[src/gpt_consts.vh]
/*
 * Constants of the general-purpose timer: widths, mode codes, channel modes and reset values.
 * Assumes it is included by its bare name from the timer design file.
 */
`ifndef GPT_CONSTS_VH
`define GPT_CONSTS_VH

`define GPT_CNT_W          16
`define GPT_PSC_W          16
`define GPT_ARR_RST        16'hffff
`define GPT_PSC_RST        16'h0000
`define GPT_CNT_RST        16'h0000
`define GPT_DIR_UP         2'h0
`define GPT_DIR_DOWN       2'h1
`define GPT_DIR_UPDOWN     2'h2
`define GPT_CH_CAPTURE     2'h0
`define GPT_CH_COMPARE     2'h1
`define GPT_CH_PWM         2'h2
`define GPT_CH_ONEPULSE    2'h3
`define GPT_CLK_INT        2'h0
`define GPT_CLK_LSE        2'h1
`define GPT_CLK_ENCODER    2'h2
`define GPT_CLK_HALL       2'h3

`endif

[src/gpt_timer.v]
/*
 * General-purpose timer: prescaler, 16-bit auto-reload up/down/centre counter, up to four
 * capture/compare channels, encoder and hall-sensor counting in the four-channel variant, timer link, debug freeze.
 * Assumes a single 100 MHz clock; all pins and the low-speed external clock level are
 * synchronised here. Configuration arrives as plain inputs (no software bus in this block).
 * Parameter CHANNELS selects the variant: 4 for the four_channel_timer, 2 for
 * two_channel_timer_a and two_channel_timer_b.
 */
`timescale 1ns/1ps
`include "gpt_consts.vh"

module gpt_timer #(
  parameter CHANNELS = 4
) (
  // Clock and reset.
  input  wire                    clock,
  input  wire                    reset,
  // Counter configuration.
  input  wire                    enable,
  input  wire [1:0]              dir_mode,
  input  wire [1:0]              clk_source,
  input  wire [15:0]             prescale,
  input  wire [15:0]             auto_reload,
  input  wire                    one_shot,
  // Channel configuration, two bits of mode and sixteen of compare value per channel.
  input  wire [2*CHANNELS-1:0]   ch_mode,
  input  wire [16*CHANNELS-1:0]  ch_compare,
  input  wire [CHANNELS-1:0]     ch_polarity,
  // External pins, asynchronous.
  input  wire [CHANNELS-1:0]     ch_pin_in,
  input  wire                    low_speed_external_clock,
  input  wire [2:0]              hall_in,
  // Debug freeze.
  input  wire                    debug_halt,
  input  wire                    debug_freeze,
  // Timer link from and to other timers.
  input  wire                    link_trigger_in,
  input  wire                    link_chain_en,
  input  wire                    link_reset_en,
  output wire                    link_trigger_out,
  // Channel outputs and events.
  output wire [CHANNELS-1:0]     ch_out,
  output wire [CHANNELS-1:0]     ch_out_en,
  output wire [16*CHANNELS-1:0]  ch_capture,
  output wire [CHANNELS-1:0]     ch_flag,
  input  wire [CHANNELS-1:0]     ch_flag_clear,
  // Update and status.
  output wire [15:0]             count,
  output wire                    count_down,
  output wire                    update_flag,
  input  wire                    update_flag_clear,
  output wire                    update_irq,
  output wire                    dma_req
);

  localparam HAS_DMA = (CHANNELS == 4);

  ////////////////////////////////////////////////////////////////////////////////////////////
  // Input synchronisers; the first stage feeds only the second stage.
  reg  [CHANNELS-1:0] pin_s1_ff;
  reg  [CHANNELS-1:0] pin_s2_ff;
  reg  [CHANNELS-1:0] pin_s3_ff;
  reg  [2:0]          hall_s1_ff;
  reg  [2:0]          hall_s2_ff;
  reg  [2:0]          hall_s3_ff;
  reg                 lse_s1_ff;
  reg                 lse_s2_ff;
  reg                 lse_s3_ff;

  always @(posedge clock) begin
    if (reset) begin
      pin_s1_ff  <= {CHANNELS{1'b0}};
      pin_s2_ff  <= {CHANNELS{1'b0}};
      pin_s3_ff  <= {CHANNELS{1'b0}};
      hall_s1_ff <= 3'h0;
      hall_s2_ff <= 3'h0;
      hall_s3_ff <= 3'h0;
      lse_s1_ff  <= 1'b0;
      lse_s2_ff  <= 1'b0;
      lse_s3_ff  <= 1'b0;
    end else begin
      pin_s1_ff  <= ch_pin_in;
      pin_s2_ff  <= pin_s1_ff;
      pin_s3_ff  <= pin_s2_ff;
      hall_s1_ff <= hall_in;
      hall_s2_ff <= hall_s1_ff;
      hall_s3_ff <= hall_s2_ff;
      lse_s1_ff  <= low_speed_external_clock;
      lse_s2_ff  <= lse_s1_ff;
      lse_s3_ff  <= lse_s2_ff;
    end
  end

  wire [CHANNELS-1:0] pin_rise = pin_s2_ff & ~pin_s3_ff;
  wire [CHANNELS-1:0] pin_fall = ~pin_s2_ff & pin_s3_ff;
  wire                lse_rise = lse_s2_ff & ~lse_s3_ff;
  wire                hall_chg = (hall_s2_ff != hall_s3_ff);

  ////////////////////////////////////////////////////////////////////////////////////////////
  // Quadrature decode on channels 0 and 1: an edge of one phase alone is one count, direction
  // from the phase relation. Only the four-channel variant may select it.
  wire enc_a      = pin_s2_ff[0];
  wire enc_b      = pin_s2_ff[1 % CHANNELS];
  wire enc_a_chg  = pin_rise[0] | pin_fall[0];
  wire enc_b_chg  = pin_rise[1 % CHANNELS] | pin_fall[1 % CHANNELS];
  wire enc_step   = enc_a_chg ^ enc_b_chg;
  wire enc_down   = enc_a_chg ? (enc_a == enc_b) : (enc_a != enc_b);
  wire sel_enc    = HAS_DMA && (clk_source == `GPT_CLK_ENCODER);
  wire sel_hall   = HAS_DMA && (clk_source == `GPT_CLK_HALL);
  wire sel_lse    = !HAS_DMA && (clk_source == `GPT_CLK_LSE);

  // Tick source ahead of the prescaler; link chaining counts the other timer's trigger.
  reg src_tick;
  always @* begin
    if (link_chain_en) begin
      src_tick = link_trigger_in;
    end else if (sel_enc) begin
      src_tick = enc_step;
    end else if (sel_hall) begin
      src_tick = hall_chg;
    end else if (sel_lse) begin
      src_tick = lse_rise;
    end else begin
      src_tick = 1'b1;
    end
  end

  ////////////////////////////////////////////////////////////////////////////////////////////
  // Prescaler: the counter steps once per (prescale + 1) source ticks. A new ratio takes
  // effect at the next wrap of the prescaler, so a running period is never cut short.
  reg  [15:0] psc_cnt_ff;
  reg  [15:0] psc_live_ff;
  wire        frozen   = debug_halt & debug_freeze;
  wire        run      = enable & ~frozen;
  wire        psc_wrap = run & src_tick & (psc_cnt_ff == psc_live_ff);

  always @(posedge clock) begin
    if (reset) begin
      psc_cnt_ff  <= `GPT_PSC_RST;
      psc_live_ff <= `GPT_PSC_RST;
    end else if (run & src_tick) begin
      if (psc_wrap) begin
        psc_cnt_ff  <= 16'h0000;
        psc_live_ff <= prescale;
      end else begin
        psc_cnt_ff  <= psc_cnt_ff + 16'h0001;
      end
    end
  end

  ////////////////////////////////////////////////////////////////////////////////////////////
  // Main counter with reload at the auto-reload value or zero, and centre-aligned turnaround.
  reg  [15:0] cnt_ff;
  reg         down_ff;
  reg         upd_ff;
  reg         halted_ff;
  reg  [15:0] nxt_cnt;
  reg         nxt_down;
  reg         wrap;
  // Direction comes from the mode, or from the phase relation with the encoder, not from the last step,
  // so a switch from down to up never lets one stale downward step through.
  wire        step_down = sel_enc ? enc_down : (dir_mode == `GPT_DIR_DOWN);
  wire        link_rst  = link_reset_en & link_trigger_in;

  always @* begin
    nxt_cnt  = cnt_ff;
    nxt_down = down_ff;
    wrap     = 1'b0;
    if (dir_mode == `GPT_DIR_UPDOWN) begin
      if (!down_ff) begin
        if (cnt_ff >= auto_reload) begin
          nxt_down = 1'b1;
          nxt_cnt  = auto_reload - 16'h0001;
          wrap     = 1'b1;
        end else begin
          nxt_cnt  = cnt_ff + 16'h0001;
        end
      end else begin
        if (cnt_ff == 16'h0000) begin
          nxt_down = 1'b0;
          nxt_cnt  = 16'h0001;
          wrap     = 1'b1;
        end else begin
          nxt_cnt  = cnt_ff - 16'h0001;
        end
      end
    end else if (step_down) begin
      nxt_down = (dir_mode == `GPT_DIR_DOWN) | sel_enc;
      if (cnt_ff == 16'h0000) begin
        nxt_cnt = auto_reload;
        wrap    = 1'b1;
      end else begin
        nxt_cnt = cnt_ff - 16'h0001;
      end
    end else begin
      nxt_down = (dir_mode == `GPT_DIR_DOWN) & ~sel_enc;
      if (cnt_ff >= auto_reload) begin
        nxt_cnt = 16'h0000;
        wrap    = 1'b1;
      end else begin
        nxt_cnt = cnt_ff + 16'h0001;
      end
    end
  end

  wire cnt_step = psc_wrap & ~halted_ff;
  wire upd_evt  = cnt_step & wrap;

  // Counter, one-pulse stop and the update flag; a new update beats a clear in one cycle.
  always @(posedge clock) begin
    if (reset) begin
      cnt_ff    <= `GPT_CNT_RST;
      down_ff   <= 1'b0;
      upd_ff    <= 1'b0;
      halted_ff <= 1'b0;
    end else begin
      if (link_rst) begin
        cnt_ff    <= (dir_mode == `GPT_DIR_DOWN) ? auto_reload : 16'h0000;
        halted_ff <= 1'b0;
      end else if (cnt_step) begin
        cnt_ff  <= nxt_cnt;
        down_ff <= nxt_down;
        if (wrap & one_shot) begin
          halted_ff <= 1'b1;
        end
      end else if (!enable) begin
        halted_ff <= 1'b0;
      end
      if (upd_evt) begin
        upd_ff <= 1'b1;
      end else if (update_flag_clear) begin
        upd_ff <= 1'b0;
      end
    end
  end

  ////////////////////////////////////////////////////////////////////////////////////////////
  // Capture/compare channels, one per generate step.
  reg  [CHANNELS-1:0] out_ff;
  reg  [CHANNELS-1:0] flag_ff;
  reg  [CHANNELS-1:0] trig_ff;
  reg  [15:0]         cap_ff [0:CHANNELS-1];
  genvar gi;
  generate
    for (gi = 0; gi < CHANNELS; gi = gi + 1) begin : g_ch
      wire [1:0]  mode  = ch_mode[2*gi +: 2];
      wire [15:0] cmp   = ch_compare[16*gi +: 16];
      wire        is_in = (mode == `GPT_CH_CAPTURE);
      wire        edge_hit = ch_polarity[gi] ? pin_fall[gi] : pin_rise[gi];
      wire        match = cnt_step & (nxt_cnt == cmp);
      wire        evt   = is_in ? edge_hit : match;
      // Output level for each channel mode.
      reg         nxt_out;
      always @* begin
        nxt_out = out_ff[gi];
        case (mode)
          `GPT_CH_COMPARE:  nxt_out = match ? ~out_ff[gi] : out_ff[gi];
          `GPT_CH_PWM:      nxt_out = (nxt_cnt < cmp) ^ ch_polarity[gi];
          `GPT_CH_ONEPULSE: nxt_out = ((nxt_cnt >= cmp) & ~halted_ff) ^ ch_polarity[gi];
          default:          nxt_out = 1'b0;
        endcase
      end
      always @(posedge clock) begin
        if (reset) begin
          out_ff[gi]  <= 1'b0;
          flag_ff[gi] <= 1'b0;
          trig_ff[gi] <= 1'b0;
          cap_ff[gi]  <= 16'h0000;
        end else begin
          trig_ff[gi] <= evt;
          if (is_in) begin
            out_ff[gi] <= 1'b0;
          end else if (cnt_step | link_rst) begin
            out_ff[gi] <= nxt_out;
          end
          if (is_in & edge_hit) begin
            cap_ff[gi] <= cnt_ff;
          end
          if (evt) begin
            flag_ff[gi] <= 1'b1;
          end else if (ch_flag_clear[gi]) begin
            flag_ff[gi] <= 1'b0;
          end
        end
      end
      assign ch_capture[16*gi +: 16] = cap_ff[gi];
      assign ch_out_en[gi] = ~is_in;
    end
  endgenerate

  ////////////////////////////////////////////////////////////////////////////////////////////
  // Link output, DMA request and status; registered one cycle after the event.
  reg upd_pulse_ff;
  always @(posedge clock) begin
    if (reset) begin
      upd_pulse_ff <= 1'b0;
    end else begin
      upd_pulse_ff <= upd_evt;
    end
  end

  assign link_trigger_out = upd_pulse_ff;
  assign dma_req          = HAS_DMA ? (upd_pulse_ff | (|trig_ff)) : 1'b0;
  assign ch_out           = out_ff;
  assign ch_flag          = flag_ff;
  assign count            = cnt_ff;
  assign count_down       = down_ff;
  assign update_flag      = upd_ff;
  assign update_irq       = upd_ff;

endmodule // gpt_timer

[config.mk]
export PLATFORM = sky130hd
export DESIGN_NAME = gpt_timer
export DESIGN_NICKNAME = d
export VERILOG_FILES = /design/src/gpt_timer.v
export VERILOG_INCLUDE_DIRS = /design/src /design/src/src
export SDC_FILE = /design/constraint.sdc
export NUM_CORES = 1
export LEC_CHECK = 0
export BUFFER_PORTS_ARGS = -buffer_cell sky130_fd_sc_hd__clkbuf_2
export CAP_MARGIN = 20
export CORE_MARGIN = 10
export CORE_UTILIZATION = 57
export CTS_CLUSTER_DIAMETER = 30
export CTS_CLUSTER_SIZE = 25
export DETAILED_ROUTE_END_ITERATION = 7
export PLACE_DENSITY = 0.84
export SLEW_MARGIN = 20
export SYNTH_ARGS = -nofsm -noshare
export SYNTH_HDL_FRONTEND = slang
export SYNTH_SLANG_ARGS = --single-unit
[constraint.sdc]
create_clock -name clock -period 12.55 [get_ports clock]
set_input_delay 3.1375 -clock clock [delete_from_list [all_inputs] [get_ports clock]]
set_output_delay 3.1375 -clock clock [all_outputs]
set_load 0.05 [all_outputs]
# Yosys cells after proc, flatten, opt, wreduce, memory -nomap -nowiden

Memories as Yosys holds them, arrays and structs flattened.
Cells that the tools add are included.

Register bits after elaboration: 85
Bits in writable memories: 64
Input bits: 134
Output and inout port bits: 97
Word-level logic and storage cells: 220
Memories kept: 1

Add/subtract/negate cells: 4
Magnitude comparators: 9
Equality and inequality tests: 30
Multiplexer cells: 72
Bitwise operators: 55
Reductions and logical operators: 24

Memories:

| name   | depth | bits a word | read ports | clocked after memory_dff | write ports | line            | text |
|---|---|---|---|---|---|---|---|
| cap_ff | 4     | 16          | 4          | 0                        | 4           | gpt_timer.v:242 | `reg [15:0] cap_ff [0:CHANNELS-1];` |

Operators with widths:

| cell                                                                  | count |
|---|---|
| 16-bit 2-to-1 mux                                                     | 15 |
| 16-bit == test                                                        | 5 |
| 16-bit >= comparator                                                  | 5 |
| 16-bit less-than comparator                                           | 4 |
| 1-bit 2-to-1 mux                                                      | 53 |
| 16-bit by 1-bit adder with 16-bit output (second input constant)      | 2 |
| 16-bit by 1-bit subtractor with 16-bit output (second input constant) | 2 |
| 2-bit == test (second input constant)                                 | 11 |
| 1-bit AND                                                             | 21 |
| 16-bit zero test                                                      | 1 |
| 2-bit AND reduction                                                   | 7 |
| 1-bit NOT                                                             | 12 |
| 1-bit case mux with 3 select lines                                    | 4 |
| 2-bit nonzero test                                                    | 6 |
| 2-bit by 1-bit == test with 1-bit output (second input constant)      | 5 |
| 2-bit OR reduction                                                    | 5 |
| 1-bit OR                                                              | 9 |
| 1-bit bitwise XOR                                                     | 9 |
| 4-bit AND                                                             | 2 |
| 2-bit zero test                                                       | 4 |
| 2-bit != test (second input constant)                                 | 4 |
| 4-bit NOT                                                             | 2 |
| 2-bit by 1-bit != test with 1-bit output (second input constant)      | 2 |
| 4-bit OR reduction                                                    | 1 |
| 3 further kinds                                                       | 3 |

# Longest topological paths before layout

Gate-level depths: netlist of run 1.

Depth in word-level cells: 12
Gate-level depth with buffers: 19
Gate-level depth less buffers: 17

# Worst setup path after synthesis of run 1

Ideal clock, no wire load.

Kind: input -> register
Start point: in auto_reload[0]
End point: reg out_ff[2] (netlist: ch_out[2])
Setup time: 0.071 ns
Arrival: 7.183 ns
Data required time: 12.479 ns
Setup slack: 5.296 ns
Stages: 16
Path buffers: 1
Cell sequence: ha_1 nand2b_1 a2111o_1 a311oi_1 clkbuf_1 nand3_1 a21o_1 a32oi_1 ha_1 a21oi_1 o21a_1 a2bb2oi_1 or4b_2 a32o_1 a311o_1 a21oi_1

Word-level cells in the longest chain between the ends: 8
Elaborated cells on any way between the ends: 18
Classes of those cells: add/sub (1); order compare (3); eq/ne (2); mux (7); bitwise (4); reduce/logical (1)

Ends and longest elaborated chain:

| what                                                                                         | line                                              | text |
|---|---|---|
| start: declaration                                                                           | gpt_timer.v:23                                    | `input wire [15:0] auto_reload,` |
| 16-bit by 1-bit subtractor with 16-bit output / 16-bit >= comparator (equally long branches) | gpt_timer.v:173, gpt_timer.v:171, gpt_timer.v:197 |  |
| 16-bit 2-to-1 mux (on tied branches)                                                         | gpt_timer.v:171, gpt_timer.v:197                  |  |
| 16-bit 2-to-1 mux (on tied branches)                                                         | gpt_timer.v:170, gpt_timer.v:187                  |  |
| 16-bit 2-to-1 mux (*)                                                                        | gpt_timer.v:169                                   | `` if (dir_mode == `GPT_DIR_UPDOWN) begin `` |
| 16-bit >= comparator / 16-bit == test (equally long branches)                                | gpt_timer.v:259, gpt_timer.v:250                  |  |
| 1-bit AND (on tied branches)                                                                 | gpt_timer.v:259, gpt_timer.v:250                  |  |
| 1-bit bitwise XOR / 2-bit != test (equally long branches)                                    | -                                                 |  |
| 1-bit case mux with 3 select lines / 2-bit AND reduction (equally long branches)             | -                                                 |  |
| end signal: indexed assignment                                                               | gpt_timer.v:274                                   | `out_ff[gi] <= nxt_out;` |
| end: declaration                                                                             | gpt_timer.v:239                                   | `reg [CHANNELS-1:0] out_ff;` |

Mark *: on every way between the ends. The rest lies on a longest branch, timed or not.
A chain may end at the register's enable or synchronous reset.

# Worst setup path after layout of run 1

Ends and elaborated chain as after synthesis.

==> qor.txt, run 1 <==
Outcome - completed
Fin crit period - 8.41 ns
Tot GR Track Use - 26.1%
Sw power - 721 uW
Setup TNS - 0 ns
CTS Buf Count - 17
Fin Clk Skew - 0.0161 ns
DP HPWL - 23900 um
YS warnings - 0
Worst path cell trace - clkbuf_2 -> ha_1 -> nand2b_1 -> a2111o_1 -> a311oi_2 -> nand2_1 -> o21ai_0 -> a221oi_1 -> nor2_1 -> ha_1 -> a21oi_1 -> o21ai_0 -> a2bb2oi_1 -> or4b_2 -> a32o_1 -> a311o_1 -> a21oi_1
Number of global-route vias before repair - 9609
Largest cells by area after synthesis - edfxtp_1, dfxtp_1, ha_1
Fin Hold WS - 0.444 ns
TritonCTS clock tree - done
Overall routed net length - 32000 um
DR iter-0 viols - 1042
Leak - 5.42 nW
Post-Place Cell Area - 0.0113 mm2
Register clock-pin slew on the reported worst setup and hold paths - 0.07 ns
Initial core utilization - 58.0%
CP top delay family - compound AO/OA/AOI/OAI gates
Syn Area/Cell - 8.94 um2
Worst Setup End Kind - flip-flop
Actual slew at the worst max-slew pin - 1.02 ns
Int Pwr - 1.10 mW
Root Buffer - clkbuf_16
EDFF count, synth - 64
CTS Buffer Depth - 2
DR vias/cell - 6.13
Seq pwr share - 31.9%
CTS Hold Bufs - 0
HP Class - flip-flop to flip-flop
Full die area - 0.0233 mm2
FF+latch count, synth - 149
I/O pin cnt - 231
Global-route wire length before repair - 50200 um
Layout fillers - 1349
Commonest non-fill, non-tap cell in the layout - clkbuf_2
Max VDD drop - 0.130 mV
Worst setup path class - input port to flip-flop
Pins Over Slew Limit - 0
Worst path arrival time - 8.77 ns
Req. time, crit path - 12.91 ns
Sequential share of the synthesized area - 36.1%
Port Buffer Count - 229
Main flop type after synthesis - dfxtp_1
Routed via count - 9595
Post-synthesis async set-or-reset flop share - 0%
Die W - 153 um
H-Tree Level Count - 4
Post CTS Setup Buffer Count - 0
RSZ-0062 raised after global routing - no
Largest net degree at the start of global routing - 49
Post-route DRC - 0
Layout area overhead - 19.0%
Max Cap Viol - 0
Most frequent cells in the layout - clkbuf_2, inv_1, nor2_1, ha_1, dfxtp_1
Post-route cell area - 0.0119 mm2
Initial antenna violation count - 1
Power density cells - 153 mW/mm2
Delay of the slowest critical-path stage - 0.80 ns
Post-Syn Area - 0.0100 mm2
Grt ovf - 0
Synth area leader - edfxtp_1
Final period util - 67.0%
Slowest CP cell - a311oi_2
Routed Antenna Nets - 0
# clock sinks - 149
Final Setup Violations - 0
Combinational power share - 39.4%
Post-CTS Resized - 0
Rel. slew slack - 32.0%
Layout Nets - 1550
FMAX - 119 MHz
Clock share of power - 28.7%
Hold Vio Cnt, Final - 0
Synth Net Count - 1345
Rows - 48
Routability Congestion - 1.03
Crit-path max FO - 17
Worst path buffer plus inverter count - 1
Chip height - 153 um
Layout cells sized above 1 - 22.2%
DR WL/cell - 20.4 um
Core Area - 0.0173 mm2
Clk Latency, worst-skew pair - 0.43 ns
Startpoint Class - input port
Synth top area share - 19.2%
Detailed Routing Iterations Pass 1 - 6
Distinct cells, synth - 72
Sw Share - 39.6%
Antenna diode count - 0
Syn Inst Count - 1122
[synth_stat cells (5+ instances only)]
cell type  count
or3_1          9
a21oi_1       60
nand4_1       39
dfxtp_1       85
nor4_1        18
a31oi_1        8
a221oi_1       5
nor2_1        90
nor3b_1        7
xnor2_1       48
clkbuf_1      46
xor2_1        20
nor3_1        21
mux2i_1       29
o32ai_1        9
a22oi_1       19
o31ai_1        6
o211ai_1       8
nand2_1       55
and2_1        58
or4_1          6
o21a_1         6
a211oi_1      17
nand2b_1      13
nand3b_1       6
o21ai_0       31
and4_1         7
nand3_1       26
inv_1         99
nor2b_1       29
and3_1         5
o221ai_1       5
o2bb2ai_1      6
edfxtp_1      64
ha_1          89
[stage by stage]
| step | utilization [%] | power [mW] | worst slack [ns] | std cells |
|---|---|---|---|---|
| 6_report | 69.0 | 1.82 | 4.14 | 1565 |
| 5_1_grt | 69.0 | 1.91 | 4.02 | 1565 |
| 4_1_cts | 68.9 | 1.81 | 4.35 | 1565 |
| 3_5_place_dp | 65.5 | 1.29 | 3.93 | 1533 |
| 3_3_place_gp | 65.5 | 1.27 | 3.95 | 1533 |
| 2_1_floorplan | - | 1.10 | 5.30 | 1122 |
[area by class of cell]
cell class              count  area [um2]  share of cell area, %
clock inverters            14         166                   1.40
inverters                 101         379                   3.18
well taps                 225         282                   2.36
clock buffers              18         429                   3.60
flip-flops and latches    149        3620                   30.4
multi-input cells         816        5810                   48.7
repair buffers            242        1240                   10.4
[worst reg2reg max path, cell delays in order, from the launching register on]
cell	delay, ns
dfxtp_1	0.66
inv_1	0.36
ha_1	0.36
nand2b_1	0.14
a2111o_1	0.44
a311oi_2	0.80
nand2_1	0.70
o21ai_0	0.41
a221oi_1	0.16
nor2_1	0.42
ha_1	0.34
a21oi_1	0.15
o21ai_0	0.10
a2bb2oi_1	0.21
or4b_2	0.65
a32o_1	0.23
a311o_1	0.26
a21oi_1	0.12
[sequential cells by signal, summed over array words and instances (netlist names), 16 cells and up]
signal / count
cap_ff: 64
psc_cnt_ff: 16
psc_live_ff: 16
count: 16
[power by group through the flow]
stage | logic (mW) | clock network, mW | registers (mW)
3_5_place_dp | 0.698 | 0 | 0.589
3_3_place_gp | 0.678 | 0 | 0.588
4_1_cts | 0.703 | 0.526 | 0.579
2_1_floorplan | 0.477 | 0 | 0.626
5_1_grt | 0.779 | 0.548 | 0.584
6_report | 0.717 | 0.523 | 0.580
[per-layer routing]
layer | GRT usage [%] | vias up | wire (um)
li1 | - | 4468 | -
met1 | 31.2 | 4411 | 12500
met2 | 42.8 | 613 | 14900
met3 | 9.14 | 101 | 3590
met4 | 8.72 | 2 | 941
met5 | 0 | - | 13
[path summary, 6_finish.rpt]
kind,from,endpoint,slack [ns],depth (start not counted)
setup / recovery,auto_reload[0],ch_out[2],4.14,17
hold / removal,hall_s1_ff[0],hall_s2_ff[0],0.44,1
setup reg to reg,count[0],ch_out[2],5.99,17
hold reg to reg,hall_s1_ff[0],hall_s2_ff[0],0.44,1
[kinds of logic after synthesis]
family / count (synthesis) / synth area share, %
AO/OA/AOI/OAI: 222 / 15.2
XOR/XNOR: 69 / 6.16
adder cells (fa/ha/maj): 89 / 11.1
buffers and inverters: 157 / 6.11
flip-flops: 149 / 36.1
multiplexers: 32 / 3.23
AND/OR/NAND/NOR: 404 / 22.0
Power figures use the tool's default switching activity.
==> run 2, diff against run 1 <==
CORE_UTILIZATION = 55   (was 57)
PLACE_DENSITY = 0.81   (was 0.84)
clock period = 8.7 ns   (was 12.55 ns; I/O delays follow)
==> run 2 against run 1 <==
Net effect:
- worst hold slack lost 0.010 ns
- clock skew is 0.0010 ns higher
- critical endpoint unchanged
- sequential share of layout area is 0.076 points lower
- die area is 3.2% higher
- first-iteration DRC count is 4.5% lower
==> qor.txt, run 2 (synthesized netlist as in run 1, its figures left out) <==
Chip height - 155 um (was 153 um)
Routability Congestion - 1.00 (was 1.03)
Power density cells - 215 mW/mm2 (was 153 mW/mm2)
Most frequent cells in the layout - clkbuf_2, inv_1, nor2_1, ha_1, dfxtp_1 (unchanged)
Reg-to-Reg Start - count[0] (unchanged)
Register clock-pin slew on the reported worst setup and hold paths - 0.06 ns (was 0.07 ns)
Initial core utilization - 55.8% (was 58.0%)
Post-route DRC - 0 (unchanged)
Rel. slew slack - 33.2% (was 32.0%)
Detailed Routing Iterations Pass 1 - 6 (unchanged)
Port Buffer Count - 229 (unchanged)
Sw power - 1.03 mW (was 721 uW)
Seq pwr share - 32.4% (was 31.9%)
Delay of the slowest critical-path stage - 0.67 ns (was 0.80 ns)
Largest register by flop count - cap_ff (unchanged)
RSZ-0062 raised after global routing - no (unchanged)
Crit path from - auto_reload[9] (was auto_reload[0])
DR iter-0 viols - 995 (was 1042)
Worst Setup End Kind - flip-flop (unchanged)
CTS Hold Bufs - 0 (unchanged)
Global-route wire length before repair - 50200 um (about the same)
Hold Vio Cnt, Final - 0 (unchanged)
Combinational power share - 40.2% (was 39.4%)
Post-Place Cell Area - 0.0114 mm2 (was 0.0113 mm2)
Layout cells sized above 1 - 22.6% (was 22.2%)
Post-route cell area - 0.0120 mm2 (was 0.0119 mm2)
Crit-path max FO - 15 (was 17)
Layout Nets - 1557 (was 1550)
Fin crit period - 6.74 ns
Req. time, crit path - 9.03 ns (was 12.91 ns)
Hold wc startpoint - hall_s1_ff[1] (was hall_s1_ff[0])
FMAX - 148 MHz
Initial antenna violation count - 0 (was 1)
TritonCTS clock tree - done (unchanged)
Pins Over Slew Limit - 0 (unchanged)
I/O pin cnt - 231 (unchanged)
CTS Buf Count - 17 (unchanged)
Max reg flops - 64 (unchanged)
Post-CTS Resized - 0 (unchanged)
Layout fillers - 1501 (was 1349)
Largest net degree at the start of global routing - 49 (unchanged)
Antenna diode count - 0 (unchanged)
HP Class - flip-flop to flip-flop (unchanged)
Layout area overhead - 19.3% (was 19.0%)
Final period util - 77.5%
CTS Buffer Depth - 2 (unchanged)
Clock share of power - 27.4% (was 28.7%)
DP HPWL - 24200 um (was 23900 um)
Rows - 49 (was 48)
Max VDD drop - 0.197 mV (was 0.130 mV)
Outcome - completed (unchanged)
Root Buffer - clkbuf_16 (unchanged)
Post-layout util - 66.6% (was 69.0%)
Setup TNS - 0 ns (unchanged)
Tot GR Track Use - 25.8% (was 26.1%)
Die W - 155 um (was 153 um)
Core Area - 0.0180 mm2 (was 0.0173 mm2)
Post CTS Setup Buffer Count - 0 (unchanged)
Max Cap Viol - 0 (unchanged)
Worst path arrival time - 7.08 ns (was 8.77 ns)
Grt ovf - 0 (unchanged)
Slowest CP cell - or4b_2 (was a311oi_2)
DR WL/cell - 20.4 um (about the same)
Routed via count - 9494 (was 9595)
Int Pwr - 1.54 mW (was 1.10 mW)
Worst path cell trace - clkbuf_2 -> inv_1 -> ha_1 -> nand4_1 -> nor4_1 -> a311oi_2 -> buf_4 -> nand2_1 -> buf_4 -> mux2i_1 -> o221a_2 -> nor2_1 -> ha_1 -> a21oi_1 -> o21ai_0 -> a2bb2oi_1 -> or4b_2 -> a32o_1 -> a311o_1 -> a21oi_1 (was clkbuf_2 -> ha_1 -> nand2b_1 -> a2111o_1 -> a311oi_2 -> nand2_1 -> o21ai_0 -> a221oi_1 -> nor2_1 -> ha_1 -> a21oi_1 -> o21ai_0 -> a2bb2oi_1 -> or4b_2 -> a32o_1 -> a311o_1 -> a21oi_1)
Number of global-route vias before repair - 9539 (was 9609)
Clk Latency, worst-skew pair - 0.43 ns (about the same)
Actual slew at the worst max-slew pin - 0.993 ns (was 1.02 ns)
Sw Share - 40.2% (was 39.6%)
Final Setup Violations - 0 (unchanged)
Worst setup path class - input port to flip-flop (unchanged)
H-Tree Level Count - 4 (unchanged)
Fin Clk Skew - 0.0172 ns (was 0.0161 ns)
DR vias/cell - 6.02 (was 6.13)
Commonest non-fill, non-tap cell in the layout - clkbuf_2 (unchanged)
Startpoint Class - input port (unchanged)
Routed Antenna Nets - 0 (unchanged)
Overall routed net length - 32100 um (was 32000 um)
# clock sinks - 149 (unchanged)
Full die area - 0.0240 mm2 (was 0.0233 mm2)
Leak - 5.45 nW (was 5.42 nW)
## run 2: cell count changes in the layout (fill, tap and decap cells not counted)
| cell | delta |
|---|---|
| buf_2 | -1 |
| buf_4 | +6 |
| buf_8 | +1 |
| bufinv_16 | -2 |
| clkbuf_16 | +1 |
| clkbuf_2 | +1 |
| clkinv_2 | +1 |
| clkinv_4 | +3 |
| clkinvlp_4 | -1 |
| inv_1 | +1 |
| inv_4 | +3 |
| inv_6 | -6 |
| nor4_1 | -1 |
| nor4_2 | +1 |
## run 2: critical path, delay by kind of cell
| kind | cells | cell delay [ns] |
|---|---|---|
| muxes | 1 | 0.11 |
| buffers and inverters | 4 | 0.80 |
| and+or+nand+nor | 5 | 1.78 |
| AOI/OAI and AO/OA | 8 | 1.51 |
| adders and majority gates | 2 | 0.70 |
## run 2: per-layer routing
metal	up-vias	part of all wire [%]	GRT usage, %
met4	0	3.7	11.5
met1	4359	40	31.3
li1	4486	-	-
met5	-	0	0
met3	91	11	8.16
met2	558	46	41.2
## run 2: path summary, 6_finish.rpt
path                            slack (ns)  depth (start not counted)             to
worst max register to register        2.77                         19      ch_out[2]
worst max-delay path                  1.96                         20      ch_out[2]
worst min-delay path                  0.43                          1  hall_s2_ff[1]
worst min register to register        0.43                          1  hall_s2_ff[1]
## run 2: power by group through the flow
stage                     sequential, mW  combinational (mW)  clock, mW
after global placement             0.846               0.980          0
after detailed placement           0.848                1.01          0
after floorplan                    0.903               0.688          0
final                              0.835                1.03      0.704
after global routing               0.839                1.13      0.737
after CTS                          0.832                1.01      0.712
## run 2: layout make-up
| cell class | instances | area [um2] | area share, % |
|---|---|---|---|
| Clock inverter | 13 | 100 | 0.837 |
| Timing Repair Buffer | 249 | 1300 | 10.9 |
| Inverter | 101 | 379 | 3.17 |
| Multi-Input combinational cell | 816 | 5810 | 48.6 |
| Tap cell | 229 | 287 | 2.40 |
| Sequential cell | 149 | 3620 | 30.3 |
| Clock buffer | 19 | 454 | 3.80 |
## run 2: metrics by stage
step                      worst slack (ns)  cells  hold slack, ns  total power [mW]
after floorplan                       2.41   1122           0.414              1.59
after global placement                1.75   1543           0.415              1.83
after detailed placement              1.68   1543           0.422              1.85
after CTS                             2.12   1575           0.437              2.56
after global routing                  1.75   1576           0.457              2.71
final                                 1.96   1576           0.434              2.57
